===== src/rtl/rws_pkg.sv =====
/*
 * Constants for the reset and wake-up sequencer: register layouts, reset
 * values, hold and wake times, oscillator modes and the register map.
 * Assumes a 100 MHz system clock and a 32-bit Avalon-MM register bus.
 */
package rws_pkg;

   // Clock rate.
   localparam int unsigned CLK_HZ            = 100_000_000;

   // Reset hold and oscillator wake-up times, in their printed units.
   localparam int unsigned HOLD_NORMAL_MS    = 18;
   localparam int unsigned HOLD_LXT_MS       = 500;
   localparam int unsigned WAKE_RC_US        = 10;
   localparam int unsigned WAKE_HXT_US       = 800;
   localparam int unsigned WAKE_LXT_MIN_S    = 2;

   // Cycle counts derived from the times above.
   localparam longint unsigned HOLD_NORMAL_CYC = longint'(HOLD_NORMAL_MS) * CLK_HZ / 1000;
   localparam longint unsigned HOLD_LXT_CYC    = longint'(HOLD_LXT_MS) * CLK_HZ / 1000;
   localparam longint unsigned WAKE_RC_CYC     = longint'(WAKE_RC_US) * CLK_HZ / 1_000_000;
   localparam longint unsigned WAKE_HXT_CYC    = longint'(WAKE_HXT_US) * CLK_HZ / 1_000_000;
   localparam longint unsigned WAKE_LXT_CYC    = longint'(WAKE_LXT_MIN_S) * CLK_HZ;

   localparam int CNT_W = 32;

   // Oscillator modes.
   typedef enum logic [1:0]
   {
      OSC_RC   = 2'h0,
      OSC_HXT  = 2'h1,
      OSC_LXT  = 2'h2
   } rws_osc_t;

   // Widths.
   localparam int PC_W   = 11;
   localparam int REG_W  = 8;
   localparam logic [PC_W-1:0] PC_RESET  = 11'h000;
   localparam logic [PC_W-1:0] PC_VECTOR = 11'h008;

   // Reset values of the controlled registers.
   localparam logic [REG_W-1:0] ALL_ZERO       = 8'h00;
   localparam logic [REG_W-1:0] ALL_ONE        = 8'hFF;
   localparam logic [REG_W-1:0] TIMER_KEEP_MSK = 8'h40;
   localparam int               TIMER_IRQ_BIT  = 6;

   // Control register fields.
   localparam int CTL_WDT_EN    = 0;
   localparam int CTL_PORT_WAKE = 1;
   localparam int CTL_CMP_WAKE  = 2;
   localparam int CTL_GIE       = 3;
   localparam int CTL_OSC_LO    = 4;

   // Status register fields.
   localparam int ST_TIMEOUT  = 0;
   localparam int ST_PWRDN    = 1;
   localparam int ST_ASLEEP   = 2;
   localparam int ST_INRESET  = 3;
   localparam int ST_WAKING   = 4;

   // Register map, byte addresses.
   localparam logic [7:0] ADDR_CTRL    = 8'h00;
   localparam logic [7:0] ADDR_STATUS  = 8'h04;
   localparam logic [7:0] ADDR_TIMER   = 8'h08;
   localparam logic [7:0] ADDR_MEMSW   = 8'h0C;
   localparam logic [7:0] ADDR_IRQFLG  = 8'h10;
   localparam logic [7:0] ADDR_WDTCTL  = 8'h14;
   localparam logic [7:0] ADDR_IRQEN   = 8'h18;
   localparam logic [7:0] ADDR_PULLHI  = 8'h1C;
   localparam logic [7:0] ADDR_PULLDN  = 8'h20;
   localparam logic [7:0] ADDR_ODRAIN  = 8'h24;
   localparam logic [7:0] ADDR_IODIR   = 8'h28;

   localparam logic [31:0] BUS_UNMAPPED = 32'h0000_0000;

   // Sequencer states.
   typedef enum logic [4:0]
   {
      ST_HOLD  = 5'b0_0001,
      ST_RUN   = 5'b0_0010,
      ST_SLEEP = 5'b0_0100,
      ST_WAKE  = 5'b0_1000,
      ST_RESUME = 5'b1_0000
   } rws_state_t;

endpackage : rws_pkg


===== src/rtl/rws_counter.sv =====
/*
 * Loadable down-counter that flags when it has run out.
 * Assumes one clock and an asynchronous active-high reset.
 */
`timescale 1ns/100ps
`default_nettype none
module rws_counter
   import rws_pkg::*;
(
   // Clock and reset.
   input  wire logic             clk,
   input  wire logic             rst,
   // Control.
   input  wire logic             load,
   input  wire logic [CNT_W-1:0] load_val,
   input  wire logic             run,
   // Status.
   output logic                  done
);

   logic [CNT_W-1:0] cnt_r;

   always_ff @(posedge clk or posedge rst)
   begin
      if (rst)
         cnt_r <= '0;
      else if (load)
         cnt_r <= load_val;
      else if (run && cnt_r != '0)
         cnt_r <= cnt_r - 1'b1;
   end

   assign done = (cnt_r == '0) && !load;

endmodule : rws_counter
`default_nettype wire


===== src/rtl/rws_sequencer.sv =====
/*
 * Reset and sleep/wake-up sequencer of an 8-bit microcontroller core, with
 * its controlled registers reachable over Avalon-MM.
 * Assumes the core reports the sleep and interrupt instructions as pulses and
 * that all inputs are synchronous to clk.
 */
//
// How it works
// Power-on, low reset pin, watchdog timeout reset
// Hold reset about 18 ms
// Low-frequency crystal: hold 500 ms
// Program counter cleared on reset
// All port pins become inputs
// Watchdog and prescaler cleared on reset
// Oscillator runs or restarts on reset
// Memory switch cleared only at power-up
// Timer control cleared except bit 6
// Flag, watchdog control, enable registers cleared
// Pull-high, pull-down, open-drain set all ones
// Sleep stops oscillator and timer
// Enabled watchdog cleared, keeps running asleep
// Wake on pin, watchdog, port, comparator
// Pin/watchdog wake resets; flags record cause
// Interrupts on: resume at vector
// Interrupts off: resume after sleep
// Watchdog enabled masks wake enables
// Firmware disables watchdog for port wake
// Firmware disables watchdog for comparator wake
// Wake delay 10 us RC, 800 us HXT
// Low-frequency crystal wake delay 2-3 s
// Firmware port-wake preparation sequence
// Firmware comparator-wake preparation sequence
// Watchdog or low voltage resets any mode
`timescale 1ns/100ps
`default_nettype none
module rws_sequencer
   import rws_pkg::*;
#(
   parameter longint unsigned HOLD_NORMAL = HOLD_NORMAL_CYC,
   parameter longint unsigned HOLD_LXT    = HOLD_LXT_CYC,
   parameter longint unsigned WAKE_RC     = WAKE_RC_CYC,
   parameter longint unsigned WAKE_HXT    = WAKE_HXT_CYC,
   parameter longint unsigned WAKE_LXT    = WAKE_LXT_CYC
)
(
   // Clock and power-on reset.
   input  wire logic              clk,
   input  wire logic              rst,
   // Reset sources.
   input  wire logic              reset_pin_n,
   input  wire logic              low_voltage,
   input  wire logic              wdt_timeout,
   // Core events.
   input  wire logic              power_down_instr,
   input  wire logic              global_irq_on_instr,
   input  wire logic              global_irq_off_instr,
   input  wire logic              port_change,
   input  wire logic              comparator_change,
   // Core control.
   output logic                   core_reset,
   output logic                   osc_run,
   output logic                   timer_run,
   output logic                   wdt_clear,
   output logic                   pc_load,
   output logic [PC_W-1:0]        pc_value,
   output logic [REG_W-1:0]       port_dir_in,
   // Avalon-MM slave.
   input  wire logic [7:0]        avs_address,
   input  wire logic              avs_read,
   input  wire logic              avs_write,
   input  wire logic [31:0]       avs_writedata,
   output logic [31:0]            avs_readdata,
   output logic                   avs_waitrequest
);

   ////////////////////////////////////////////////////////////////////////////

   rws_state_t       state_r;
   logic [7:0]       ctrl_r;
   logic [7:0]       timer_ctrl_reg_r;
   logic [7:0]       memory_switch_reg_r;
   logic [7:0]       irq_flag_r;
   logic [7:0]       wdt_ctrl_r;
   logic [7:0]       irq_en_r;
   logic [7:0]       pull_high_ctrl_reg_r;
   logic [7:0]       pull_down_ctrl_reg_r;
   logic [7:0]       odrain_r;
   logic [7:0]       iodir_r;
   logic             timeout_flag_r;
   logic             pwrdn_flag_r;
   logic             gie_r;
   logic             ack_r;
   logic             cnt_load;
   logic [CNT_W-1:0] cnt_val;
   logic             cnt_done;
   logic             reset_req;
   logic             wdt_on;
   logic             soft_wake;
   logic             wr;
   logic             rd;
   logic             por_r;
   rws_osc_t         osc_mode;

   assign osc_mode  = rws_osc_t'(ctrl_r[CTL_OSC_LO+1:CTL_OSC_LO]);
   assign wdt_on    = ctrl_r[CTL_WDT_EN];
   // A watchdog timeout only counts while the watchdog is enabled.
   assign reset_req = !reset_pin_n || low_voltage || (wdt_on && wdt_timeout);
   // With the watchdog on, the port and comparator wake enables are ignored.
   assign soft_wake = !wdt_on &&
                      ((ctrl_r[CTL_PORT_WAKE] && port_change) ||
                       (ctrl_r[CTL_CMP_WAKE] && comparator_change));

   ////////////////////////////////////////////////////////////////////////////
   // Delay counter shared by reset hold and oscillator wake-up.

   always_comb
   begin
      cnt_load = 1'b0;
      cnt_val  = CNT_W'(HOLD_NORMAL);
      // Power-on is a detected reset too, so it gets the full hold time.
      if (reset_req || por_r)
      begin
         cnt_load = 1'b1;
         cnt_val  = (osc_mode == OSC_LXT) ? CNT_W'(HOLD_LXT)
                                          : CNT_W'(HOLD_NORMAL);
      end
      else if (state_r == ST_SLEEP && soft_wake)
      begin
         cnt_load = 1'b1;
         case (osc_mode)
            OSC_RC:  cnt_val = CNT_W'(WAKE_RC);
            OSC_HXT: cnt_val = CNT_W'(WAKE_HXT);
            default: cnt_val = CNT_W'(WAKE_LXT);
         endcase
      end
   end

   // High for the first cycle after power-on reset only.
   always_ff @(posedge clk or posedge rst)
   begin
      if (rst)
         por_r <= 1'b1;
      else
         por_r <= 1'b0;
   end

   rws_counter u_delay
   (
      .clk      (clk),
      .rst      (rst),
      .load     (cnt_load),
      .load_val (cnt_val),
      .run      (1'b1),
      .done     (cnt_done)
   );

   ////////////////////////////////////////////////////////////////////////////
   // Sequencer state.

   always_ff @(posedge clk or posedge rst)
   begin
      if (rst)
         state_r <= ST_HOLD;
      else if (reset_req)
         state_r <= ST_HOLD;
      else
      begin
         case (state_r)
            ST_HOLD:   if (cnt_done) state_r <= ST_RUN;
            ST_RUN:    if (power_down_instr) state_r <= ST_SLEEP;
            ST_SLEEP:  if (soft_wake) state_r <= ST_WAKE;
            ST_WAKE:   if (cnt_done) state_r <= ST_RESUME;
            ST_RESUME: state_r <= ST_RUN;
            default:   state_r <= ST_HOLD;
         endcase
      end
   end

   // Global interrupt state as set by the last on/off instruction.
   always_ff @(posedge clk or posedge rst)
   begin
      if (rst)
         gie_r <= 1'b0;
      else if (global_irq_on_instr)
         gie_r <= 1'b1;
      else if (global_irq_off_instr)
         gie_r <= 1'b0;
   end

   // Cause flags: timeout set on watchdog reset, power-down set on sleep.
   always_ff @(posedge clk or posedge rst)
   begin
      if (rst)
      begin
         timeout_flag_r <= 1'b0;
         pwrdn_flag_r   <= 1'b0;
      end
      else if (wdt_on && wdt_timeout)
      begin
         timeout_flag_r <= 1'b1;
         pwrdn_flag_r   <= (state_r == ST_SLEEP);
      end
      else if (!reset_pin_n)
      begin
         timeout_flag_r <= 1'b0;
         pwrdn_flag_r   <= (state_r == ST_SLEEP) || pwrdn_flag_r;
      end
      else if (state_r == ST_RUN && power_down_instr)
         pwrdn_flag_r   <= 1'b1;
   end

   ////////////////////////////////////////////////////////////////////////////
   // Core control outputs.

   always_ff @(posedge clk or posedge rst)
   begin
      if (rst)
      begin
         core_reset <= 1'b1;
         osc_run    <= 1'b1;
         timer_run  <= 1'b0;
         wdt_clear  <= 1'b1;
         pc_load    <= 1'b1;
         pc_value   <= PC_RESET;
      end
      else
      begin
         core_reset <= reset_req || (state_r == ST_HOLD && !cnt_done);
         // Oscillator restarts on reset or wake, stops in sleep.
         osc_run    <= reset_req || (state_r != ST_SLEEP) ||
                       soft_wake;
         timer_run  <= !reset_req && (state_r == ST_RUN) && !power_down_instr;
         wdt_clear  <= reset_req || (state_r == ST_RUN && power_down_instr);
         pc_load    <= reset_req || (state_r == ST_RESUME && gie_r);
         if (reset_req)
            pc_value <= PC_RESET;
         else if (state_r == ST_RESUME && gie_r)
            pc_value <= PC_VECTOR;
      end
   end
   // Without global interrupts pc_load stays low at resume so the core just
   // continues after the sleep instruction.

   assign port_dir_in = iodir_r;

   ////////////////////////////////////////////////////////////////////////////
   // Controlled registers and their reset values.

   // A write lands at the edge where the master sees waitrequest low.
   assign wr = avs_write && ack_r;
   assign rd = avs_read && !ack_r;

   always_ff @(posedge clk or posedge rst)
   begin
      if (rst)
         memory_switch_reg_r <= ALL_ZERO;
      else if (wr && avs_address == ADDR_MEMSW)
         memory_switch_reg_r <= avs_writedata[7:0];
   end

   always_ff @(posedge clk or posedge rst)
   begin
      if (rst)
         timer_ctrl_reg_r <= ALL_ZERO;
      else if (reset_req)
         timer_ctrl_reg_r <= timer_ctrl_reg_r & TIMER_KEEP_MSK;
      else if (wr && avs_address == ADDR_TIMER)
         timer_ctrl_reg_r <= avs_writedata[7:0];
   end

   always_ff @(posedge clk or posedge rst)
   begin
      if (rst)
      begin
         irq_flag_r <= ALL_ZERO;
         wdt_ctrl_r <= ALL_ZERO;
         irq_en_r   <= ALL_ZERO;
      end
      else if (reset_req)
      begin
         irq_flag_r <= ALL_ZERO;
         wdt_ctrl_r <= ALL_ZERO;
         irq_en_r   <= ALL_ZERO;
      end
      else if (wr)
      begin
         if (avs_address == ADDR_IRQFLG) irq_flag_r <= avs_writedata[7:0];
         if (avs_address == ADDR_WDTCTL) wdt_ctrl_r <= avs_writedata[7:0];
         if (avs_address == ADDR_IRQEN)  irq_en_r   <= avs_writedata[7:0];
      end
   end

   always_ff @(posedge clk or posedge rst)
   begin
      if (rst)
      begin
         pull_high_ctrl_reg_r <= ALL_ONE;
         pull_down_ctrl_reg_r <= ALL_ONE;
         odrain_r             <= ALL_ONE;
         iodir_r              <= ALL_ONE;
      end
      else if (reset_req)
      begin
         pull_high_ctrl_reg_r <= ALL_ONE;
         pull_down_ctrl_reg_r <= ALL_ONE;
         odrain_r             <= ALL_ONE;
         iodir_r              <= ALL_ONE;
      end
      else if (wr)
      begin
         if (avs_address == ADDR_PULLHI) pull_high_ctrl_reg_r <= avs_writedata[7:0];
         if (avs_address == ADDR_PULLDN) pull_down_ctrl_reg_r <= avs_writedata[7:0];
         if (avs_address == ADDR_ODRAIN) odrain_r             <= avs_writedata[7:0];
         if (avs_address == ADDR_IODIR)  iodir_r              <= avs_writedata[7:0];
      end
   end

   // Control register; the watchdog enable drops on every reset.
   always_ff @(posedge clk or posedge rst)
   begin
      if (rst)
         ctrl_r <= ALL_ZERO;
      else if (reset_req)
         ctrl_r <= ctrl_r & ~(8'h01 << CTL_WDT_EN);
      else if (wr && avs_address == ADDR_CTRL)
         ctrl_r <= avs_writedata[7:0];
   end

   ////////////////////////////////////////////////////////////////////////////
   // Avalon-MM answer: every access waits one cycle, then completes.

   always_ff @(posedge clk or posedge rst)
   begin
      if (rst)
         ack_r <= 1'b0;
      else
         ack_r <= (avs_read || avs_write) && !ack_r;
   end

   assign avs_waitrequest = (avs_read || avs_write) && !ack_r;

   always_ff @(posedge clk or posedge rst)
   begin
      if (rst)
         avs_readdata <= BUS_UNMAPPED;
      else if (rd)
      begin
         case (avs_address)
            ADDR_CTRL:   avs_readdata <= {24'h00_0000, ctrl_r[7:4], gie_r, ctrl_r[2:0]};
            ADDR_STATUS: avs_readdata <= {27'h000_0000, state_r == ST_WAKE,
                                          core_reset, state_r == ST_SLEEP,
                                          pwrdn_flag_r, timeout_flag_r};
            ADDR_TIMER:  avs_readdata <= {24'h00_0000, timer_ctrl_reg_r};
            ADDR_MEMSW:  avs_readdata <= {24'h00_0000, memory_switch_reg_r};
            ADDR_IRQFLG: avs_readdata <= {24'h00_0000, irq_flag_r};
            ADDR_WDTCTL: avs_readdata <= {24'h00_0000, wdt_ctrl_r};
            ADDR_IRQEN:  avs_readdata <= {24'h00_0000, irq_en_r};
            ADDR_PULLHI: avs_readdata <= {24'h00_0000, pull_high_ctrl_reg_r};
            ADDR_PULLDN: avs_readdata <= {24'h00_0000, pull_down_ctrl_reg_r};
            ADDR_ODRAIN: avs_readdata <= {24'h00_0000, odrain_r};
            ADDR_IODIR:  avs_readdata <= {24'h00_0000, iodir_r};
            default:     avs_readdata <= BUS_UNMAPPED;
         endcase
      end
   end

endmodule : rws_sequencer
`default_nettype wire


===== config.mk =====
export PLATFORM = sky130hd
export DESIGN_NAME = rws_sequencer
export DESIGN_NICKNAME = d
export VERILOG_FILES = /design/src/rtl/rws_pkg.sv /design/src/rtl/rws_counter.sv /design/src/rtl/rws_sequencer.sv
export SDC_FILE = /design/constraint.sdc
export NUM_CORES = 1
export LEC_CHECK = 0
export BUFFER_PORTS_ARGS = -buffer_cell sky130_fd_sc_hd__buf_2
export CORE_MARGIN = 4
export CORE_UTILIZATION = 50
export DETAILED_ROUTE_END_ITERATION = 10
export PLACE_DENSITY = 0.83
export SYNTH_ARGS = -nofsm -noshare
export SYNTH_HDL_FRONTEND = slang
export SYNTH_SLANG_ARGS = --single-unit

===== constraint.sdc =====
create_clock -name clk -period 5.85 [get_ports clk]
set_input_delay 1.17 -clock clk [delete_from_list [all_inputs] [get_ports clk]]
set_output_delay 1.17 -clock clk [all_outputs]
set_load 0.1 [all_outputs]

**Word level (Yosys, flattened, before mapping)**

Index checks and enable logic that the tools add are counted.

- Input bits: 52
- Logic and storage cells: 163
- Bits in registers: 170

- Eq/ne operators: 24
- Bitwise gates (word level): 1
- Add/sub/neg operators: 1
- Reduce and logical (&&, ||, !) cells: 62
- Multiplexer cells: 49

Operators with widths:

| cell | number |
|---|---|
| 8-bit 2-to-1 mux | 23 |
| 32-bit 2-to-1 mux | 3 |
| 8-bit one-hot mux with 11 select lines | 1 |
| 28-bit one-hot mux with 2 select lines | 1 |
| 8-bit by 5-bit equality test with 1-bit output (second input constant) | 4 |
| 32-bit logical NOT | 1 |
| 32-bit nonzero test | 1 |
| 32-bit by 1-bit subtractor with 32-bit output (second input constant) | 1 |
| 28-bit 2-to-1 mux | 1 |
| 26-bit 2-to-1 mux | 1 |
| 2-bit nonzero test | 13 |
| 5-bit 2-to-1 mux | 5 |
| 5-bit one-hot mux with 5 select lines | 1 |
| 8-bit by 6-bit equality test with 1-bit output (second input constant) | 3 |
| 11-bit 2-to-1 mux | 2 |
| 2-bit AND reduction | 9 |
| 1-bit logical AND | 17 |
| 8-bit by 4-bit equality test with 1-bit output (second input constant) | 2 |
| 3-bit != test (second input constant) | 4 |
| 1-bit logical OR | 11 |
| 1-bit 2-to-1 mux | 11 |
| 8-bit by 3-bit equality test with 1-bit output (second input constant) | 1 |
| 8-bit logical NOT | 1 |
| 1-bit logical NOT | 7 |
| other kinds (13) | 13 |

**Depth between registers and ports, before layout**

- Word-level depth: 11
- Gate-level depth with buffers: 8
- Depth with buffers taken out: 7

**Modules after synthesis**

A second synthesis with hierarchy kept.

- Cell total of the unflattened synthesis: 852
- Area, all modules: 7,818.7 um^2

By module, submodules not included:

| module | seq. area each (um^2) | area an instance (um^2) | cells each | instances |
|---|---|---|---|---|
| rws_sequencer | 2,625.0 | 5,675.4 | 616 | 1 |
| rws_counter | 800.8 | 2,143.3 | 236 | 1 |

**Worst setup path before layout**

No wires, ideal clock.

- Path type: input port to output port
- Start: in avs_write
- End: out avs_waitrequest
- Arrival: 2,482 ps
- Required time: 4,680 ps
- Buffers on the path: 0
- Slack: 2,198 ps
- Cell stages on the path: 2
- Cell sequence: nor2_1 > nor2_1

- Cells in the longest elaborated chain, start to end: 2

RTL lines:

| item | line | text |
|---|---|---|
| start: declaration | rws_sequencer.sv:70 | `input wire logic avs_write,` |
| 1-bit logical OR | rws_sequencer.sv:340 | `assign avs_waitrequest = (avs_read \|\| avs_write) && !ack_r;` |
| 1-bit logical AND | rws_sequencer.sv:340 |  |
| end: declaration | rws_sequencer.sv:73 | `output logic avs_waitrequest` |

Every way passes these cells.

**Final worst setup path**

- Start: reg u_delay.cnt_r[6]
- End: reg u_delay.cnt_r[7]

- Cells in the longest elaborated chain, start to end: 3
- Elaborated cells between the ends (all ways): 5
- Those cells by class: add/sub (1); mux (2); reduce/logical (2)

RTL lines:

| item | line | text |
|---|---|---|
| start: declaration | rws_counter.sv:21 | `logic [CNT_W-1:0] cnt_r;` |
| start signal: assignment | rws_counter.sv:28 | `cnt_r <= load_val;` |
| start signal: assignment | rws_counter.sv:30 | `cnt_r <= cnt_r - 1'b1;` |
| 32-bit by 1-bit subtractor with 32-bit output | rws_counter.sv:30 |  |
| 32-bit 2-to-1 mux | rws_counter.sv:29 | `else if (run && cnt_r != '0)` |
| 32-bit 2-to-1 mux | rws_counter.sv:27 | `else if (load)` |

Several ways; a longest one is shown, not always the timed one. The select of a mux whose other input is x is not followed.
A chain may end at the register's enable or synchronous reset.

==> results.toml <==
[yosys]
avgSynthCellArea_um2 = 9.300
synth_area_um2 = 7152
synth_compound_area_share_pct = 13.07
synth_xor_area_share_pct = 2.204
synth_top_family_by_area = "simple AND/OR/NAND/NOR gates"
synth-simple-area-share_pct = 22.31
yosysTopAreaCell = "dfrtp_1"
synthArstFlopShare_pct = 100.0
synth-adder-area-share_pct = 0.1749
syn_inst = 769
ys_warn_count = 0
ys_ff_latch = 135
synth_flop_cell = "dfrtp_1"
ys_seq_area_share_pct = 47.90
muxShareOfSynthArea_pct = 7.715
synthDistinctLibCells = 70
synthTopCellsByArea = "dfrtp_1 34%, dfstp_2 14%, nand2_1 6.3%"
synth_edf_count = 0
synth_top_area_share_pct = 33.94

[pwr]
power_frac_seq_pct = 40.1
power_density_nw_per_um2 = 294.6
ir_worst_vdd_v = 0.0001992
p_comb_share_pct = 10.0
internal_power_uw = 1766
p_switching_uw = 607.6
cellLeakagePower_uw = 0.003390
switching_share_pct = 25.60
power.share.clock_pct = 49.9

[clocking]
htree_levels = 4
cts_setup_buffers = 0
clock_latency_ns = 0.44
cts_tree = "built"
cts_inserted_buffers = 17
root_buffer = "clkbuf_16"
cts_resized = 0
hold_buffers = 0
cts.sinks = 135
clk_pin_slew_worst_paths_ns = 0.06
max-clock-path-buffers = 2

[min_path]
min_path_type = "register to register"

[global_route]
antenna_found_initial = 0
grtUsageTotal_pct = 24.17
grt_util_met1_pct = 32.91
use_met3_pct = 7.400
grt_pass1_wl_um = 30930
grt_max_degree = 91
met2_usage_pct = 36.11
first_global_vias = 5898
top_usage_layer = "met2"
grt_overflow = 0

[route]
wl_per_cell_um = 19.29
drtAntennaViolNets = 0
initialDrtViolationCount = 722
drc = 0
wl_um = 19160
drt_pass1_iterations = 6
avgViaCountPerCell = 6.210
vias = 6167

[placement]
hpwl_um = 12420
place.gp.congestion = 0.9379
pre_cts_slack_ns = 2.246
portBuffers = 50
numPlacedInstances = 962

[timing]
finClkSkew_ns = 0.008884
holdWs_ns = 0.4771
hold_violations = 0
slew_headroom_pct = 21.95
max_freq_mhz = 289.2
worst_pin_slew_ns = 1.160
period_needed_ns = 3.457
fin_tns_setup_ns = 0
fin_crit_sh_pct = 59.10
slew_violations = 0
layout_setup_ws_ns = 2.393
setup_viol = 0
rsz0062_at_grt = "false"

[critical_path]
endpoint_kind = "register"
critPathSlowestCell = "nor4b_1"
start_kind = "register"
crit_start = "u_delay.cnt_r[6]"
required_ns = 6.14
timing.rr.start = "u_delay.cnt_r[6]"
max_stage_delay_ns = 0.73
crit_end = "u_delay.cnt_r[7]"
rrSetupSlack_ns = 2.39
cp.arrival_ns = 3.75
path_cells = "or4_1, nor4b_1, nand4_1, nor2_1, o22ai_1"
worst-setup-path-type = "register to register"
reg2reg_depth = 5
crit_fanout = 12
r2r_end = "u_delay.cnt_r[7]"

[finish]
antenna_cells = 0
final_common_cell = "nand2_1"
fin_cells = 993
top_register = "u_delay.cnt_r"
final_cell_mix = "120 x nand2_1, 97 x dfrtp_1, 64 x nor2_1, 50 x buf_2, 45 x nand3_1"
drive_gt1_share_pct = 19.56
nets = 854
syn_to_final_growth_pct = 12.65
largest_register_ffs = 32

[run]
drv_cap = 0

[floorplanning]
initial_utilization_pct = 51.32
num_io_pins = 109
dieArea_um2 = 16280
dieHeight_um = 127.6
core.rowCount = 43
core_area_um2 = 13930
die_w_um = 127.6

[outcome]
status = "finished clean"
[per-layer routing]
metal / part of all wire [%] / vias up / wire length (µm)
met5: 0 / - / 0
met4: 3.5 / 0 / 678
met3: 11 / 66 / 2176
met2: 45 / 385 / 8629
met1: 40 / 2962 / 7675
li1: - / 2754 / -
[layout make-up]
class | count | area, µm²
fillers | 1190 | 5878
flip-flops and latches | 135 | 3426
multi-input cells | 579 | 3402
clock buffers | 23 | 478.0
repair buffers | 59 | 317.8
well taps | 180 | 225.2
clock inverters | 8 | 168.9
inverters | 9 | 38.79
[logic make-up (layout without fill, tap and decap cells)]
family                     count (synthesis)  in the layout
buffers and inverters                     89             99
adders and majority gates                  1              1
DFF                                      135            135
xor gates and xnor gates                  18             18
AOI/OAI and AO/OA                        143            143
muxes                                     53             53
other                                      1             35
and+or+nand+nor                          329            329
[worst max-delay path: cells and delay by family, from the launching register on]
family | cells | cell delay [ns]
AND/OR/NAND/NOR | 4 | 2.72
flip-flops | 1 | 0.42
AO/OA/AOI/OAI | 1 | 0.17
[synth_stat cells, types with 6 or more instances]
cell type  count
nand3_1       45
mux2_2        17
xor2_1        10
o21ai_0       40
nand2_1      120
xnor2_1        8
nor3_1        19
inv_1          8
dfstp_2       38
a31oi_1        6
nor2_1        64
dfrtp_1       97
buf_4         34
clkbuf_1      39
mux2i_1       36
a22oi_1       13
a21oi_1       34
or3_1         16
nor4_1        15
or4_1          9
[worst min path at each step]
stage / to / cells past startpoint / slack (ns) / start
6_report: avs_readdata[7] / 2 / 0.48 / avs_readdata[7]
5_1_grt: pull_down_ctrl_reg_r[2] / 2 / 0.50 / pull_down_ctrl_reg_r[2]
4_1_cts: pull_down_ctrl_reg_r[5] / 2 / 0.48 / pull_down_ctrl_reg_r[5]
3_5_place_dp: avs_readdata[6] / 2 / 0.47 / avs_readdata[6]
3_3_place_gp: avs_readdata[6] / 2 / 0.46 / avs_readdata[6]
2_1_floorplan: timeout_flag_r / 2 / 0.45 / timeout_flag_r
[power by group through the flow]
stage	Clock, µW	Combinational [µW]	Sequential (µW)
finish	1190	237	951
global route	1230	249	952
CTS	1190	234	951
detailed placement	0	234	966
global placement	0	233	966
floorplan	0	200	971
[per-stage QoR]
step                power (µW)  utilization [%]  area (µm²)
global route              2430            57.82        8056
detailed placement        1200            53.17        7410
global placement          1198            53.17        7410
finish                    2374            57.82        8056
CTS                       2374            57.82        8056
floorplan                 1171                -        7279
No activity file was read; power rests on OpenSTA's default activity.
